$ cat src/hdl/csi_defines.vh
`ifndef CSI_DEFINES_VH
`define CSI_DEFINES_VH

// ****************************************
// data and address widths
// ****************************************
`define CSI_DATA_W 12
`define CSI_FIELD_W 3
`define CSI_GROUP_W 3
`define CSI_LINES 8

// ****************************************
// sense clear pulse timing
// ****************************************
`define CSI_CLEAR_NS 50
`define CSI_CLK_NS 10
`define CSI_CLEAR_CYC ((`CSI_CLEAR_NS + `CSI_CLK_NS - 1) / `CSI_CLK_NS)

// ****************************************
// field jumper reset value: all jumpers in selects field zero
// ****************************************
`define CSI_FIELD_JUMPERS 3'h0

// ****************************************
// apb register map
// ****************************************
`define CSI_REG_CTRL 12'h000
`define CSI_REG_STAT 12'h004
`define CSI_REG_DATA 12'h008
`define CSI_REG_ADDR 12'h00C
`define CSI_CTRL_FIELD_LSB 0
`define CSI_CTRL_LOCK_BIT 3
`define CSI_STAT_HIT_BIT 0
`define CSI_STAT_INH_BIT 1
`define CSI_STAT_CLR_BIT 2
`define CSI_STAT_DRV_BIT 3
`define CSI_STAT_LOCKOUT_BIT 4

`endif

$ cat src/hdl/csi_line_decode.v
`timescale 1ns/1ps
`include "csi_defines.vh"

// ****************************************
// one address group to eight line selects, split in two decoder groups
// ****************************************
module csi_line_decode #(
	parameter GW = `CSI_GROUP_W,
	parameter NL = `CSI_LINES
) (
	input wire [GW-1:0] code,   // active-high address group
	input wire enable,          // line drive allowed
	output wire [NL-1:0] lines, // one-hot line selects
	output wire [NL/2-1:0] grp1, // first group outputs, codes 0..3
	output wire [NL/2-1:0] grp2  // second group outputs, codes 4..7
);
	genvar i;
	generate
		for (i = 0; i < NL; i = i + 1) begin : g_line
			// a genvar cannot be part-selected, so its code is held at group width
			localparam [GW-1:0] LINE_CODE = i;
			assign lines[i] = enable && (code == LINE_CODE);
		end
	endgenerate
	assign grp1 = lines[NL/2-1:0];
	assign grp2 = lines[NL-1:NL/2];
endmodule

$ cat src/hdl/csi_core.v
// The placing of the registers and the APB register port are this design's own decisions.
`timescale 1ns/1ps
`include "csi_defines.vh"

// Function
// sense flip-flops are cleared at the start of each read portion
// strobe with a sensed one sets that sense flip-flop, else it stays zero
// register drives data bus only while direction_n is low, otherwise undriven; the code also drives it in reset, as dir_n resets low
// processor holds direction_n low through write to restore the word read
// inhibit load gates take their bits from the memory data bus
// inhibit load enabled only with field hit and inhibit timing active
// an inhibit driver conducts only when a zero is to be stored
// field hit when extended address equals jumpers and rom space inactive
// all jumpers installed matches field zero
// load enable combines inhibit timing, return phase, field hit, write enable
// each access selects one x line and one y line from the address
// write line selection uses the same decoding as read selection
// bus data is loadable by processor registers or peripherals too
// sense clear only with write off and return on, about 50 ns long
// timing generator asserts inhibit only in the write portion
// each three-bit group decodes one-hot, codes 0-3 group one, 4-7 group two
module csi_core #(
	parameter DW = `CSI_DATA_W,
	parameter CLEAR_CYC = `CSI_CLEAR_CYC
) (
	input wire CLK,                      // 100 mhz clock
	input wire RESETN,                   // async reset, active low
	input wire [11:0] PADDR,             // apb address
	input wire PSEL,                     // apb select
	input wire PENABLE,                  // apb access phase
	input wire PWRITE,                   // apb direction
	input wire [31:0] PWDATA,            // apb write data
	output wire [31:0] PRDATA,           // apb read data
	output wire PREADY,                  // apb ready
	output wire PSLVERR,                 // apb error
	input wire [2:0] EXT_ADDR_N,         // extended address bits, active low
	input wire ROM_SPACE_N,              // rom space, active low
	input wire [11:0] MEM_ADDR_N,        // memory address register, active low
	input wire RETURN_PHASE,             // return phase from timing
	input wire WRITE_ACTIVE,             // write portion of cycle
	input wire WRITE_EN,                 // write enable from read/write control
	input wire INHIBIT_TIME,             // inhibit timing signal
	input wire STROBE_TIME,              // sense sample strobe
	input wire [DW-1:0] SENSE_IN,        // sense amplifier outputs
	input wire MEM_DATA_DIRECTION_N,     // data direction, low drives bus
	input wire [DW-1:0] MEMORY_DATA_BUS_I, // bus level seen on the pins
	output wire [DW-1:0] MEMORY_DATA_BUS_O, // bus drive value
	output wire MEMORY_DATA_BUS_OE,      // bus output enable
	output wire [DW-1:0] INHIBIT_DRV,    // per-bit inhibit drivers
	output wire [7:0] READ_LINE_X,       // read x line selects
	output wire [7:0] READ_LINE_Y,       // read y line selects
	output wire [7:0] WRITE_LINE_X,      // write x line selects
	output wire [7:0] WRITE_LINE_Y,      // write y line selects
	output wire FIELD_HIT                // this field is addressed
);
	// ****************************************
	// pin synchronisers: three stages, change counts when 2nd and 3rd agree
	// ****************************************
	localparam NS = 3 + 1 + 12 + 6 + DW + 1 + DW;
	wire [NS-1:0] pins_raw;
	reg [NS-1:0] s1_q;
	reg [NS-1:0] s2_q;
	reg [NS-1:0] s3_q;
	reg [NS-1:0] pins_q;
	assign pins_raw = {EXT_ADDR_N, ROM_SPACE_N, MEM_ADDR_N, RETURN_PHASE, WRITE_ACTIVE,
		WRITE_EN, INHIBIT_TIME, STROBE_TIME, 1'b0, SENSE_IN, MEM_DATA_DIRECTION_N,
		MEMORY_DATA_BUS_I};
	always @(posedge CLK or negedge RESETN) begin
		if (!RESETN) begin
			s1_q <= {NS{1'b0}};
			s2_q <= {NS{1'b0}};
			s3_q <= {NS{1'b0}};
			pins_q <= {NS{1'b0}};
		end else begin
			s1_q <= pins_raw;
			s2_q <= s1_q;
			s3_q <= s2_q;
			pins_q <= (s2_q & s3_q) | (pins_q & (s2_q | s3_q));
		end
	end

	wire [DW-1:0] bus_in = pins_q[DW-1:0];
	wire dir_n = pins_q[DW];
	wire [DW-1:0] sense_s = pins_q[2*DW:DW+1];
	wire strobe_s = pins_q[2*DW+2];
	wire inhibit_s = pins_q[2*DW+3];
	wire wen_s = pins_q[2*DW+4];
	wire write_s = pins_q[2*DW+5];
	wire return_s = pins_q[2*DW+6];
	wire [11:0] addr_n = pins_q[2*DW+18:2*DW+7];
	wire rom_n = pins_q[2*DW+19];
	wire [2:0] ext_n = pins_q[2*DW+22:2*DW+20];

	// ****************************************
	// software registers
	// ****************************************
	reg [2:0] jumper_q;
	reg lock_q;
	reg [31:0] rdata_q;

	// ****************************************
	// field select
	// ****************************************
	// jumper in reads as zero bit, so all jumpers in compares against field zero
	wire field_match = (~ext_n == jumper_q);
	wire field_hit = field_match && rom_n;
	assign FIELD_HIT = field_hit;

	// ****************************************
	// sense clear pulse
	// ****************************************
	localparam CW = 8;
	reg [CW-1:0] clr_cnt_q;
	reg clr_arm_q;
	wire clr_start = !write_s && return_s && clr_arm_q;
	wire clearing = (clr_cnt_q != {CW{1'b0}});
	always @(posedge CLK or negedge RESETN) begin
		if (!RESETN) begin
			clr_cnt_q <= {CW{1'b0}};
			clr_arm_q <= 1'b1;
		end else begin
			if (clr_start) begin
				clr_cnt_q <= CLEAR_CYC[CW-1:0];
			end else if (clearing) begin
				clr_cnt_q <= clr_cnt_q - 1'b1;
			end
			// one pulse per read portion: rearm once return drops or write starts
			if (clr_start) begin
				clr_arm_q <= 1'b0;
			end else if (write_s || !return_s) begin
				clr_arm_q <= 1'b1;
			end
		end
	end

	// ****************************************
	// sense flip-flops (memory data register)
	// ****************************************
	reg [DW-1:0] sense_q;
	reg strobe_d1_q;
	wire strobe_rise = strobe_s && !strobe_d1_q;
	wire time_strobe = strobe_rise && !write_s && field_hit && !clearing;
	always @(posedge CLK or negedge RESETN) begin
		if (!RESETN) begin
			sense_q <= {DW{1'b0}};
			strobe_d1_q <= 1'b0;
		end else begin
			strobe_d1_q <= strobe_s;
			if (clr_start || clearing) begin
				sense_q <= {DW{1'b0}};
			end else if (time_strobe) begin
				sense_q <= sense_q | sense_s;
			end
		end
	end

	// ****************************************
	// memory data bus drive
	// ****************************************
	// direction pin reaches the bus enable through the synchroniser, so the
	// enable trails the pin by a few cycles; the processor holds it long enough
	assign MEMORY_DATA_BUS_O = sense_q;
	assign MEMORY_DATA_BUS_OE = !dir_n;

	// ****************************************
	// inhibit control and load gates
	// ****************************************
	// with the register driving, its own value is loaded in place of the bus pins (rewrite)
	wire [DW-1:0] load_bits = dir_n ? bus_in : sense_q;
	wire load_en = field_hit && inhibit_s && return_s && wen_s && !lock_q;
	reg [DW-1:0] inh_q;
	always @(posedge CLK or negedge RESETN) begin
		if (!RESETN) begin
			inh_q <= {DW{1'b0}};
		end else if (load_en) begin
			inh_q <= ~load_bits;
		end else begin
			inh_q <= {DW{1'b0}};
		end
	end
	assign INHIBIT_DRV = inh_q;

	// ****************************************
	// x/y line selection
	// ****************************************
	// x from address bits 0-2, y from 6-8 (msb first); bit 0 is the msb
	wire [2:0] x_code = ~addr_n[11:9];
	wire [2:0] y_code = ~addr_n[5:3];
	wire read_en = field_hit && !write_s && return_s;
	wire write_en = field_hit && write_s;
	csi_line_decode u_rx (
		.code(x_code),
		.enable(read_en),
		.lines(READ_LINE_X),
		.grp1(),
		.grp2()
	);
	csi_line_decode u_ry (
		.code(y_code),
		.enable(read_en),
		.lines(READ_LINE_Y),
		.grp1(),
		.grp2()
	);
	csi_line_decode u_wx (
		.code(x_code),
		.enable(write_en),
		.lines(WRITE_LINE_X),
		.grp1(),
		.grp2()
	);
	csi_line_decode u_wy (
		.code(y_code),
		.enable(write_en),
		.lines(WRITE_LINE_Y),
		.grp1(),
		.grp2()
	);

	// ****************************************
	// apb slave, zero wait states
	// ****************************************
	wire wr_acc = PSEL && PENABLE && PWRITE;
	wire rd_setup = PSEL && !PENABLE && !PWRITE;
	wire addr_ok = (PADDR == `CSI_REG_CTRL) || (PADDR == `CSI_REG_STAT) ||
		(PADDR == `CSI_REG_DATA) || (PADDR == `CSI_REG_ADDR);
	always @(posedge CLK or negedge RESETN) begin
		if (!RESETN) begin
			jumper_q <= `CSI_FIELD_JUMPERS;
			lock_q <= 1'b0;
		end else if (wr_acc && PADDR == `CSI_REG_CTRL) begin
			jumper_q <= PWDATA[`CSI_CTRL_FIELD_LSB+2:`CSI_CTRL_FIELD_LSB];
			lock_q <= PWDATA[`CSI_CTRL_LOCK_BIT];
		end
	end
	always @(posedge CLK or negedge RESETN) begin
		if (!RESETN) begin
			rdata_q <= 32'h0000_0000;
		end else if (rd_setup) begin
			case (PADDR)
			`CSI_REG_CTRL: begin
				rdata_q <= {28'h000_0000, lock_q, jumper_q};
			end
			`CSI_REG_STAT: begin
				rdata_q <= {27'h000_0000, lock_q, |inh_q, clearing, inhibit_s, field_hit};
			end
			`CSI_REG_DATA: begin
				rdata_q <= {{(32-DW){1'b0}}, sense_q};
			end
			`CSI_REG_ADDR: begin
				rdata_q <= {16'h0000, rom_n, ext_n, ~addr_n};
			end
			default: begin
				rdata_q <= 32'h0000_0000;
			end
			endcase
		end
	end
	assign PRDATA = rdata_q;
	assign PREADY = 1'b1;
	assign PSLVERR = PSEL && PENABLE && !addr_ok;
endmodule

$ cat config.mk
export PLATFORM = sky130hd
export DESIGN_NAME = csi_core
export DESIGN_NICKNAME = d
export VERILOG_FILES = /design/src/hdl/csi_line_decode.v /design/src/hdl/csi_core.v
export VERILOG_INCLUDE_DIRS = /design/src /design/src/hdl
export SDC_FILE = /design/constraint.sdc
export NUM_CORES = 1
export LEC_CHECK = 0
export BUFFER_PORTS_ARGS = -buffer_cell sky130_fd_sc_hd__clkbuf_2
export CAP_MARGIN = 25
export CORE_MARGIN = 4
export CORE_UTILIZATION = 50
export DETAILED_ROUTE_END_ITERATION = 7
export GPL_TIMING_DRIVEN = 1
export HOLD_SLACK_MARGIN = 0.05
export PLACE_DENSITY = 0.84
export SLEW_MARGIN = 20
export SYNTH_ARGS = -nofsm -noshare
export SYNTH_HDL_FRONTEND = slang
export SYNTH_SLANG_ARGS = --single-unit
$ cat constraint.sdc
create_clock -name CLK -period 2.1 [get_ports CLK]
set_input_delay 0.42 -clock CLK [delete_from_list [all_inputs] [get_ports CLK]]
set_output_delay 0.42 -clock CLK [all_outputs]
set_load 0.1 [all_outputs]
==> results of run 1 <==
==> sequential cells by signal, indices dropped and copies added, names as in the netlist <==
name	flops
jumper_q	3
PRDATA	16
INHIBIT_DRV	12
pins_q	46
s3_q	46
s2_q	46
clr_cnt_q	8
clr_arm_q	1
MEMORY_DATA_BUS_O	12
s1_q	46
lock_q	1
strobe_d1_q	1
==> cell type report <==
cell class | instances | area, sq um | area share
clock buffer | 32 | 692 | 0.0596
clock inverter | 11 | 130 | 0.0112
inverter | 18 | 67.6 | 0.00582
multi-input combinational | 257 | 2320 | 0.200
sequential | 238 | 5960 | 0.513
tap | 216 | 270 | 0.0233
timing repair buffer | 235 | 2170 | 0.187
==> stage by stage <==
stage	setup slack, ns	setup TNS (ns)	hold slack [ns]
3_3_place_gp	-0.0301	-0.0591	0.333
6_report	-0.502	-12.99	0.152
3_5_place_dp	-0.0717	-0.211	0.335
2_1_floorplan	-0.943	-20.64	0.124
5_1_grt	-0.600	-16.57	0.147
4_1_cts	-0.538	-13.23	0.139
==> what timing repair did <==
action                     4_1_cts  5_1_grt
hold endpoints to repair       107        0
setup endpoints to repair       33       46
hold buffers                    47        0
gates resized for setup         10       20
pin swaps                        7        6
buffers inserted                 9        3
cloned                           0        1
==> worst paths after layout <==
| path | start | end | slack, ns | cells after the start |
|---|---|---|---|---|
| worst max-delay path | pins_q[44] | READ_LINE_Y[5] | -0.50 | 6 |
| worst min-delay path | PWDATA[3] | lock_q | 0.15 | 2 |
| worst max register to register | pins_q[44] | INHIBIT_DRV[6] | 0.10 | 10 |
| worst min register to register | s1_q[6] | s2_q[6] | 0.34 | 0 |
| max in group asynchronous | RESETN | s3_q[17] | 0.91 | 3 |
| min in group asynchronous | RESETN | MEMORY_DATA_BUS_O[5] | 0.47 | 2 |
==> cells in the final DEF, fill, tap and decap left out, types with 5 or more instances in the layout <==
cell type,Yosys,routed
buf_6,1,6
nor2_1,25,21
nor4_4,2,8
clkbuf_2,0,106
a21oi_1,6,6
a211oi_2,0,10
nand2_1,21,20
buf_4,18,33
conb_1,2,17
dfrtp_1,237,237
inv_1,18,16
a22o_1,17,17
nor3_4,1,21
maj3_1,46,46
a211oi_1,15,5
nor2b_1,8,8
clkbuf_16,0,25
dlygate4sd3_1,0,47
buf_12,0,42
nand2b_1,5,5
o21ai_0,5,5
o221ai_2,7,7
==> cells by family after synthesis <==
group                    after synthesis  synth area share
AO/OA/AOI/OAI                         58            0.0605
XOR/XNOR                               6           0.00653
adder cells (fa/ha/maj)               48            0.0604
buffers and inverters                 56            0.0359
flip-flops                           238             0.741
multiplexers                           7            0.0109
other                                  2          0.000934
AND/OR/NAND/NOR                      120            0.0843
==> per-layer routing <==
| metal | vias up | part of all wire | track usage | wire [microns] |
|---|---|---|---|---|
| met5 | - | 0 | 0 | 0 |
| met4 | 0 | 0.022 | 0.0566 | 416 |
| met3 | 39 | 0.056 | 0.0373 | 1040 |
| met2 | 189 | 0.54 | 0.372 | 10000 |
| met1 | 2655 | 0.38 | 0.259 | 7150 |
| li1 | 2308 | - | - | - |
==> power by group <==
part | switching (uW) | internal [uW]
registers | 249 | 4890
logic | 786 | 471
clock network | 1710 | 2580
==> worst reg2reg max path, stage by stage, from the launching register on <==
cell      delay [ns]
dfrtp_1         0.39
xor2_1          0.16
and4_4          0.26
buf_4           0.11
buf_6           0.08
buf_6           0.09
buf_6           0.10
buf_4           0.13
nand4_1         0.14
buf_6           0.20
a211oi_1        0.23
==> flow_metrics.env, run 1 <==
export IMPL_power_total_uw=10700
export IMPL_antenna_found_initial=0
export IMPL_overflow=0
export IMPL_cts_root_buf="clkbuf_16"
export IMPL_grt_start_max_net_pins=69
export IMPL_cts_tree="built"
export IMPL_num_vias=5191
export IMPL_skew_ns=0.0177
export IMPL_synth_area_leaders="dfrtp_1 (74%), maj3_1 (5.7%), a22o_1 (1.9%)"
export IMPL_synthTopCellsByCount="dfrtp_1 (237), maj3_1 (46), nor2_1 (25), nand2_1 (21), nor3_1 (21)"
export IMPL_async_flop_share=1.00
export IMPL_h_tree_depth=1
export IMPL_avgRoutedWirePerCell_microns=18.5
export IMPL_leakage_uw=0.00524
export IMPL_ys_warn_count=0
export IMPL_violations="negative setup slack"
export IMPL_die_w_microns=135
export IMPL_crit_family="simple AND/OR/NAND/NOR gates"
export IMPL_ys_types=49
export IMPL_clkSlewWorstSetupHoldPaths_ns=0.06
export IMPL_finalNonFillerCells=1007
export IMPL_cpPeakStageDelay_ns=0.39
export IMPL_grt_pass1_vias=5738
export IMPL_synth_most_common_cell="dfrtp_1"
export IMPL_crit_path_end_kind="output pin"
export IMPL_dr_pass1_iters=4
export IMPL_detail_route_antenna_nets=0
export IMPL_rows=46
export IMPL_cp_required_ns=1.68
export IMPL_wl_mm=18.6
export IMPL_start_util=0.508
export IMPL_period_share=1.24
export IMPL_setup_viol=33
export IMPL_yosysTopAreaCellShare=0.737
export IMPL_synth_area_leader_cell="dfrtp_1"
export IMPL_cp_num_buf_inv=2
export IMPL_grt_setup_unrepaired="yes"
export IMPL_core_area_sq_um=15800
export IMPL_gp_congestion=0.814
export IMPL_maxCapViolations=0
export IMPL_synth_area_per_cell_sq_um=15.0
export IMPL_hpwlAfterDp_mm=12.6
export IMPL_syn_area_sq_um=8040
export IMPL_max_freq_mhz=384
export IMPL_clk_latency_ns=0.50
export IMPL_slowest_stage="dfrtp_1"
export IMPL_critical_path_class="reg2out"
export IMPL_cts_sinks=238
export IMPL_post_dp_cell_area_sq_um=10100
export IMPL_syn_inst=535
export IMPL_crit_fanout=10
export IMPL_antennaDiodeCount=0
export IMPL_cp_start_kind="flop"
export IMPL_layout_drive_gt1_share=0.377
export IMPL_ys_seq_area_frac=0.741
export IMPL_period_minus_slack_ns=2.60
export IMPL_drt_iter0_markers=392
export IMPL_synth_edf_count=0
export IMPL_crit_path_cell_trace="xor2_1, and4_4, nand3b_1, buf_12, nor4b_4, buf_12"
export IMPL_nFillCells=935
export IMPL_port_buffers=141
export IMPL_numCtsBuffers=24
export IMPL_synth_flop_cell="dfrtp_1"
export IMPL_fin_nets=871
export IMPL_area_delta_synth_final_pct=44.3
export IMPL_post_route_util=0.734
export IMPL_ios=187
export IMPL_outcome="complete, but fails checks"
export IMPL_hp_class="in2reg"
export IMPL_grt_usage=0.207
export IMPL_clk_path_buf_depth=3
export IMPL_relSlewSlack=0.496
export IMPL_final_area_sq_um=11600
export IMPL_grt_pass1_wl_mm=29.8
export IMPL_dp_cells=905
export IMPL_hold_viol_final=0
export IMPL_worst_pin_slew_ns=0.749
export IMPL_p_per_area_nw_per_um2=920
export IMPL_ir_drop_uv=855
export IMPL_slew_violations=0
export IMPL_vias_per_cell=5.15
export IMPL_synth_seq_cells=238
export IMPL_arrival_ns=2.18
export IMPL_drcViolationCount=0
export IMPL_fp_dieH_microns=135
export IMPL_path_common_cell="buf_12"
export IMPL_dieArea_sq_um=18200
export IMPL_setup_slack_ns=-0.502
No activity file was read; power rests on OpenSTA's default activity.
==> run 2, diff against run 1 <==
CORE_UTILIZATION = 30   (was 50)
PLACE_DENSITY = 0.59   (was 0.84)
==> run 2 against run 1 <==
Against the previous run:
- the flow still finishes with violations (negative setup slack)
- worst hold slack improved by 0.013 ns
- critical path depth rose by 1
- final cell count rose by 12%
- sequential power barely moved
- setup slack improved by 0.051 ns
- global-route usage fell by 8.5 points
- wire length fell by 3.5%
- non-clock buffer count rose by 1
- critical path type unchanged
- critical endpoint is now READ_LINE_Y[0]
- largest cell class unchanged
- largest power group unchanged
==> flow_metrics.env, run 2 (synthesis results as in run 1) <==
export IMPL_outcome="complete, but fails checks"
export IMPL_violations="negative setup slack"
export IMPL_critical_path_class="reg2out"
export IMPL_num_vias=4887
export IMPL_h_tree_depth=1
export IMPL_whs_path_depth=2
export IMPL_whs_endpoint="lock_q"
export IMPL_worst_pin_slew_ns=0.598
export IMPL_numCtsBuffers=24
export IMPL_period_share=1.21
export IMPL_maxCapViolations=0
export IMPL_ios=187
export IMPL_fin_setup_tns_ns=-12.61
export IMPL_avgRoutedWirePerCell_microns=16.0
export IMPL_gp_congestion=0.746
export IMPL_slew_violations=0
export IMPL_antennaDiodeCount=0
export IMPL_comb_power_share=0.115
export IMPL_grt_usage=0.122
export IMPL_grt_pass1_wl_mm=28.7
export IMPL_vias_per_cell=4.35
export IMPL_layout_common_cells="dfrtp_1 (237), clkbuf_2 (106), dlygate4sd3_1 (47)"
export IMPL_fin_nets=871
export IMPL_dieArea_sq_um=29500
export IMPL_clk_path_buf_depth=3
export IMPL_p_int_uw=7940
export IMPL_area_delta_synth_final_pct=45.1
export IMPL_crit_fanout=9
export IMPL_overflow=0
export IMPL_antenna_found_initial=0
export IMPL_hpwlAfterDp_mm=12.8
export IMPL_max_freq_mhz=392
export IMPL_cts_root_buf="clkbuf_16"
export IMPL_holdWs_ns=0.164
export IMPL_p_per_area_nw_per_um2=905
export IMPL_dr_pass1_iters=4
export IMPL_setup_viol=32
export IMPL_timing_rr_end="MEMORY_DATA_BUS_O[10]"
export IMPL_setup_slack_ns=-0.451
export IMPL_regToRegStartpoint="clr_cnt_q[1]"
export IMPL_detail_route_antenna_nets=0
export IMPL_clockPowerShare=0.401
export IMPL_ir_drop_uv=628
export IMPL_port_buffers=141
export IMPL_relSlewSlack=0.603
export IMPL_layout_drive_gt1_share=0.361
export IMPL_rows=59
export IMPL_leakage_uw=0.00523
export IMPL_core_area_sq_um=26200
export IMPL_hold_viol_final=0
export IMPL_wl_mm=18.0
export IMPL_min_from="PWDATA[3]"
export IMPL_power_frac_seq=0.483
export IMPL_post_dp_cell_area_sq_um=10300
export IMPL_ff2ff_path_depth=6
export IMPL_clk_latency_ns=0.50
export IMPL_skew_ns=0.00914
export IMPL_cts_tree="built"
export IMPL_start_util=0.307
export IMPL_period_minus_slack_ns=2.55
export IMPL_grt_setup_unrepaired="yes"
export IMPL_hp_class="in2reg"
export IMPL_die_w_microns=172
export IMPL_cp_start_kind="flop"
export IMPL_drcViolationCount=0
export IMPL_cp_required_ns=1.68
export IMPL_clkSlewWorstSetupHoldPaths_ns=0.06
export IMPL_drt_iter0_markers=148
export IMPL_ff2ff_setup_slack_ns=0.13
export IMPL_fp_dieH_microns=172
export IMPL_mostFrequentLayoutCell="dfrtp_1"
export IMPL_grt_pass1_vias=5140
export IMPL_arrival_ns=2.13
export IMPL_switching_share=0.249
export IMPL_crit_path_end_kind="output pin"
export IMPL_cts_sinks=238
export IMPL_grt_start_max_net_pins=72
export IMPL_final_area_sq_um=11700
export IMPL_switchingPower_uw=2630
[run 2: worst max path at each step]
stage / start / depth (start not counted) / slack (ns) / to
floorplan: jumper_q[2] / 5 / -0.94 / READ_LINE_Y[5]
global placement: jumper_q[1] / 7 / -0.06 / READ_LINE_X[1]
detailed placement: jumper_q[1] / 7 / -0.06 / READ_LINE_X[1]
CTS: jumper_q[2] / 7 / -0.51 / READ_LINE_X[6]
global route: jumper_q[2] / 7 / -0.58 / READ_LINE_X[7]
finish: jumper_q[2] / 7 / -0.45 / READ_LINE_Y[0]
[run 2: power groups by stage]
stage / registers [uW] / logic, uW / clock network, uW
after detailed placement: 5190 / 1140 / 0
after floorplan: 5120 / 782 / 0
final: 5110 / 1220 / 4240
after global routing: 5150 / 1340 / 4580
after global placement: 5180 / 1120 / 0
after CTS: 5110 / 1220 / 4390
[run 2: repair_timing]
action / CTS / global route
hold buffers: 47 / 0
endpoints found under the setup margin: 33 / 40
buffers inserted: 2 / 3
cloned: 0 / 1
resized for setup: 4 / 4
pin swaps: 3 / 3
endpoints found under the hold margin: 91 / 0
[run 2: per-layer routing]
layer | wire length, microns | track usage | vias up
met3 | 1020 | 0.0269 | 22
met1 | 8080 | 0.170 | 2420
met5 | 0 | 0 | -
met2 | 8610 | 0.198 | 130
li1 | - | - | 2315
met4 | 280 | 0.0260 | 0
[run 2: area by class of cell]
| type | instances | area (sq um) |
|---|---|---|
| inverter | 18 | 67.6 |
| timing repair buffer | 236 | 2180 |
| sequential | 238 | 5960 |
| multi-input combinational | 256 | 2240 |
| tap | 335 | 419 |
| fill | 2306 | 14500 |
| clock inverter | 9 | 101 |
| clock buffer | 32 | 702 |
[run 2: worst max-delay path, stage by stage, from the launching register on]
cell and delay (ns):
dfrtp_1 0.39, xor2_1 0.15, and4_4 0.26, nand3b_1 0.12
buf_12 0.18, buf_12 0.14, nor3_4 0.19, buf_12 0.20
[run 2: through the flow]
step                std cells  total power, uW  setup WS (ns)   util
floorplan                 550             5900         -0.943      -
finish                   1124            10600         -0.451  0.445
detailed placement       1030             6340        -0.0645  0.394
CTS                      1120            10700         -0.510  0.443
global placement         1030             6300        -0.0614  0.394
global route             1124            11100         -0.578  0.445
==> run 3, diff against run 2 <==
CORE_UTILIZATION = 29   (was 30)
PLACE_DENSITY = unset   (was 0.59)
PLACE_DENSITY_LB_ADDON = 0.3   (was unset)
SLEW_MARGIN = 10   (was 20)
==> run 3 against run 2 <==
Against the previous run:
- the flow still finishes with violations (negative setup slack)
- first-iteration DRC count increased by 28%
- critical path depth unchanged
- global-route usage up 0.069 points
- clock power increased by 11%
- non-clock buffer count is 1 higher
- sequential power about the same
- die area up 3.3%
- sequential share of layout area is 0.78 points lower
- wire length rose by 4.7%
- flip-flop and latch count unchanged
- setup slack worse by 0.034 ns
- final area is 1.5% higher
- critical endpoint is now WRITE_LINE_Y[5]
==> flow_metrics.env, run 3 (synthesis results as in run 1) <==
export IMPL_grt_usage=0.123
export IMPL_rows=60
export IMPL_grt_start_max_net_pins=68
export IMPL_post_place_ws_ns=-0.106
export IMPL_cp_required_ns=1.68
export IMPL_clkSlewWorstSetupHoldPaths_ns=0.06
export IMPL_slowest_stage="dfrtp_1"
export IMPL_drcViolationCount=0
export IMPL_cts_tree="built"
export IMPL_clk_path_buf_depth=3
export IMPL_maxCapViolations=0
export IMPL_mostFrequentLayoutCell="dfrtp_1"
export IMPL_clockPowerShare=0.426
export IMPL_grt_pass1_vias=5394
export IMPL_die_w_microns=175
export IMPL_switching_share=0.252
export IMPL_finalNonFillerCells=1168
export IMPL_vias_per_cell=4.26
export IMPL_numCtsBuffers=26
export IMPL_crit_fanout=7
export IMPL_layout_drive_gt1_share=0.373
export IMPL_cpPeakStageDelay_ns=0.39
export IMPL_dr_pass1_iters=4
export IMPL_critical_path_class="reg2out"
export IMPL_grt_setup_unrepaired="yes"
export IMPL_core_area_sq_um=27100
export IMPL_dieArea_sq_um=30500
export IMPL_area_delta_synth_final_pct=47.3
export IMPL_power_frac_seq=0.462
export IMPL_period_minus_slack_ns=2.59
export IMPL_crit_path_cell_trace="xor2_1, and4_4, buf_12, nand2_4, buf_12, nor4b_4, buf_12"
export IMPL_wl_mm=18.8
export IMPL_setup_viol=33
export IMPL_drt_iter0_markers=190
export IMPL_period_share=1.23
export IMPL_switchingPower_uw=2790
export IMPL_max_freq_mhz=387
export IMPL_overflow=0
export IMPL_avgRoutedWirePerCell_microns=16.1
export IMPL_hold_viol_final=0
export IMPL_fp_dieH_microns=175
export IMPL_cts_root_buf="clkbuf_16"
export IMPL_fin_nets=875
export IMPL_start_util=0.297
export IMPL_arrival_ns=2.17
export IMPL_antennaDiodeCount=0
export IMPL_clk_latency_ns=0.51
export IMPL_hp_class="in2reg"
export IMPL_setup_slack_ns=-0.485
export IMPL_crit_path_end_kind="output pin"
export IMPL_cp_start_kind="flop"
export IMPL_cp_num_buf_inv=3
export IMPL_comb_power_share=0.112
export IMPL_slew_violations=0
export IMPL_cts_sinks=238
export IMPL_port_buffers=141
export IMPL_antenna_found_initial=0
export IMPL_p_int_uw=8260
export IMPL_ir_drop_uv=529
export IMPL_num_vias=4979
export IMPL_leakage_uw=0.00528
export IMPL_grt_pass1_wl_mm=30.0
export IMPL_fin_setup_tns_ns=-13.14
export IMPL_dp_cells=1066
export IMPL_skew_ns=0.0130
export IMPL_path_common_cell="buf_12"
export IMPL_worst_pin_slew_ns=0.658
export IMPL_violations="negative setup slack"
export IMPL_ios=187
export IMPL_p_per_area_nw_per_um2=932
export IMPL_detail_route_antenna_nets=0
export IMPL_hpwlAfterDp_mm=13.1
export IMPL_relSlewSlack=0.561
export IMPL_h_tree_depth=1
export IMPL_gp_congestion=0.745
export IMPL_layout_common_cells="dfrtp_1 (237), clkbuf_2 (106), dlygate4sd3_1 (47)"
export IMPL_crit_family="simple AND/OR/NAND/NOR gates"
export IMPL_outcome="complete, but fails checks"
run 3: cell types whose count changed in the layout (fill, tap and decap cells not counted), moves of 2 or more:
cell       before  now
bufinv_16       2    4
nand3_4         0    2
clkbuf_8        5    2
buf_12         42   40
buf_6           2    5
clkbuf_1        2    0
clkinv_2        5    8
a211oi_2        0    3
a211oi_1       15   12
run 3: worst paths after layout:
kind | depth (start not counted) | endpoint | slack [ns] | startpoint
worst max register to register | 6 | MEMORY_DATA_BUS_O[10] | 0.14 | clr_cnt_q[0]
max in group asynchronous | 3 | pins_q[32] | 0.95 | RESETN
worst min-delay path | 2 | jumper_q[1] | 0.16 | PWDATA[1]
worst min register to register | 0 | s2_q[14] | 0.35 | s1_q[14]
worst max-delay path | 7 | WRITE_LINE_Y[5] | -0.49 | jumper_q[1]
min in group asynchronous | 2 | s1_q[21] | 0.44 | RESETN
run 3: power by group through the flow:
stage / clock (uW) / sequential, uW / combinational (uW)
6_report: 4710 / 5110 / 1230
5_1_grt: 5070 / 5150 / 1360
3_3_place_gp: 0 / 5180 / 1120
3_5_place_dp: 0 / 5190 / 1130
4_1_cts: 4860 / 5110 / 1220
2_1_floorplan: 0 / 5120 / 782
run 3: cell type report:
class                           count  area [sq um]
Inverter                           18          67.6
Tap cell                          372           465
Timing Repair Buffer              237          2170
Fill cell                        2433         15200
Multi-Input combinational cell    257          2290
Sequential cell                   238          5960
Clock buffer                       29           703
Clock inverter                     17           201
run 3: what timing repair did:
item / in CTS / in global routing
setup buffers: 3 / 6
hold buffers: 47 / 0
hold endpoints to repair: 105 / 0
resized for setup: 8 / 12
pin swaps: 5 / 8
endpoints found under the setup margin: 34 / 43
cloned: 0 / 1
run 3: through the flow:
| stage | power [uW] | hold slack (ns) | utilization | cell area, sq um |
|---|---|---|---|---|
| 4_1_cts | 11200 | 0.141 | 0.433 | 11700 |
| 3_3_place_gp | 6300 | 0.332 | 0.381 | 10300 |
| 5_1_grt | 11600 | 0.152 | 0.437 | 11900 |
| 3_5_place_dp | 6320 | 0.335 | 0.381 | 10300 |
| 2_1_floorplan | 5900 | 0.124 | - | 8530 |
| 6_report | 11000 | 0.164 | 0.437 | 11900 |
run 3: layer usage:
metal / GRT usage / vias up / routed length, microns
met4: 0.0354 / 0 / 419
met5: 0 / - / 0
met2: 0.201 / 133 / 9060
met1: 0.165 / 2479 / 8400
li1: - / 2332 / -
met3: 0.0270 / 35 / 964
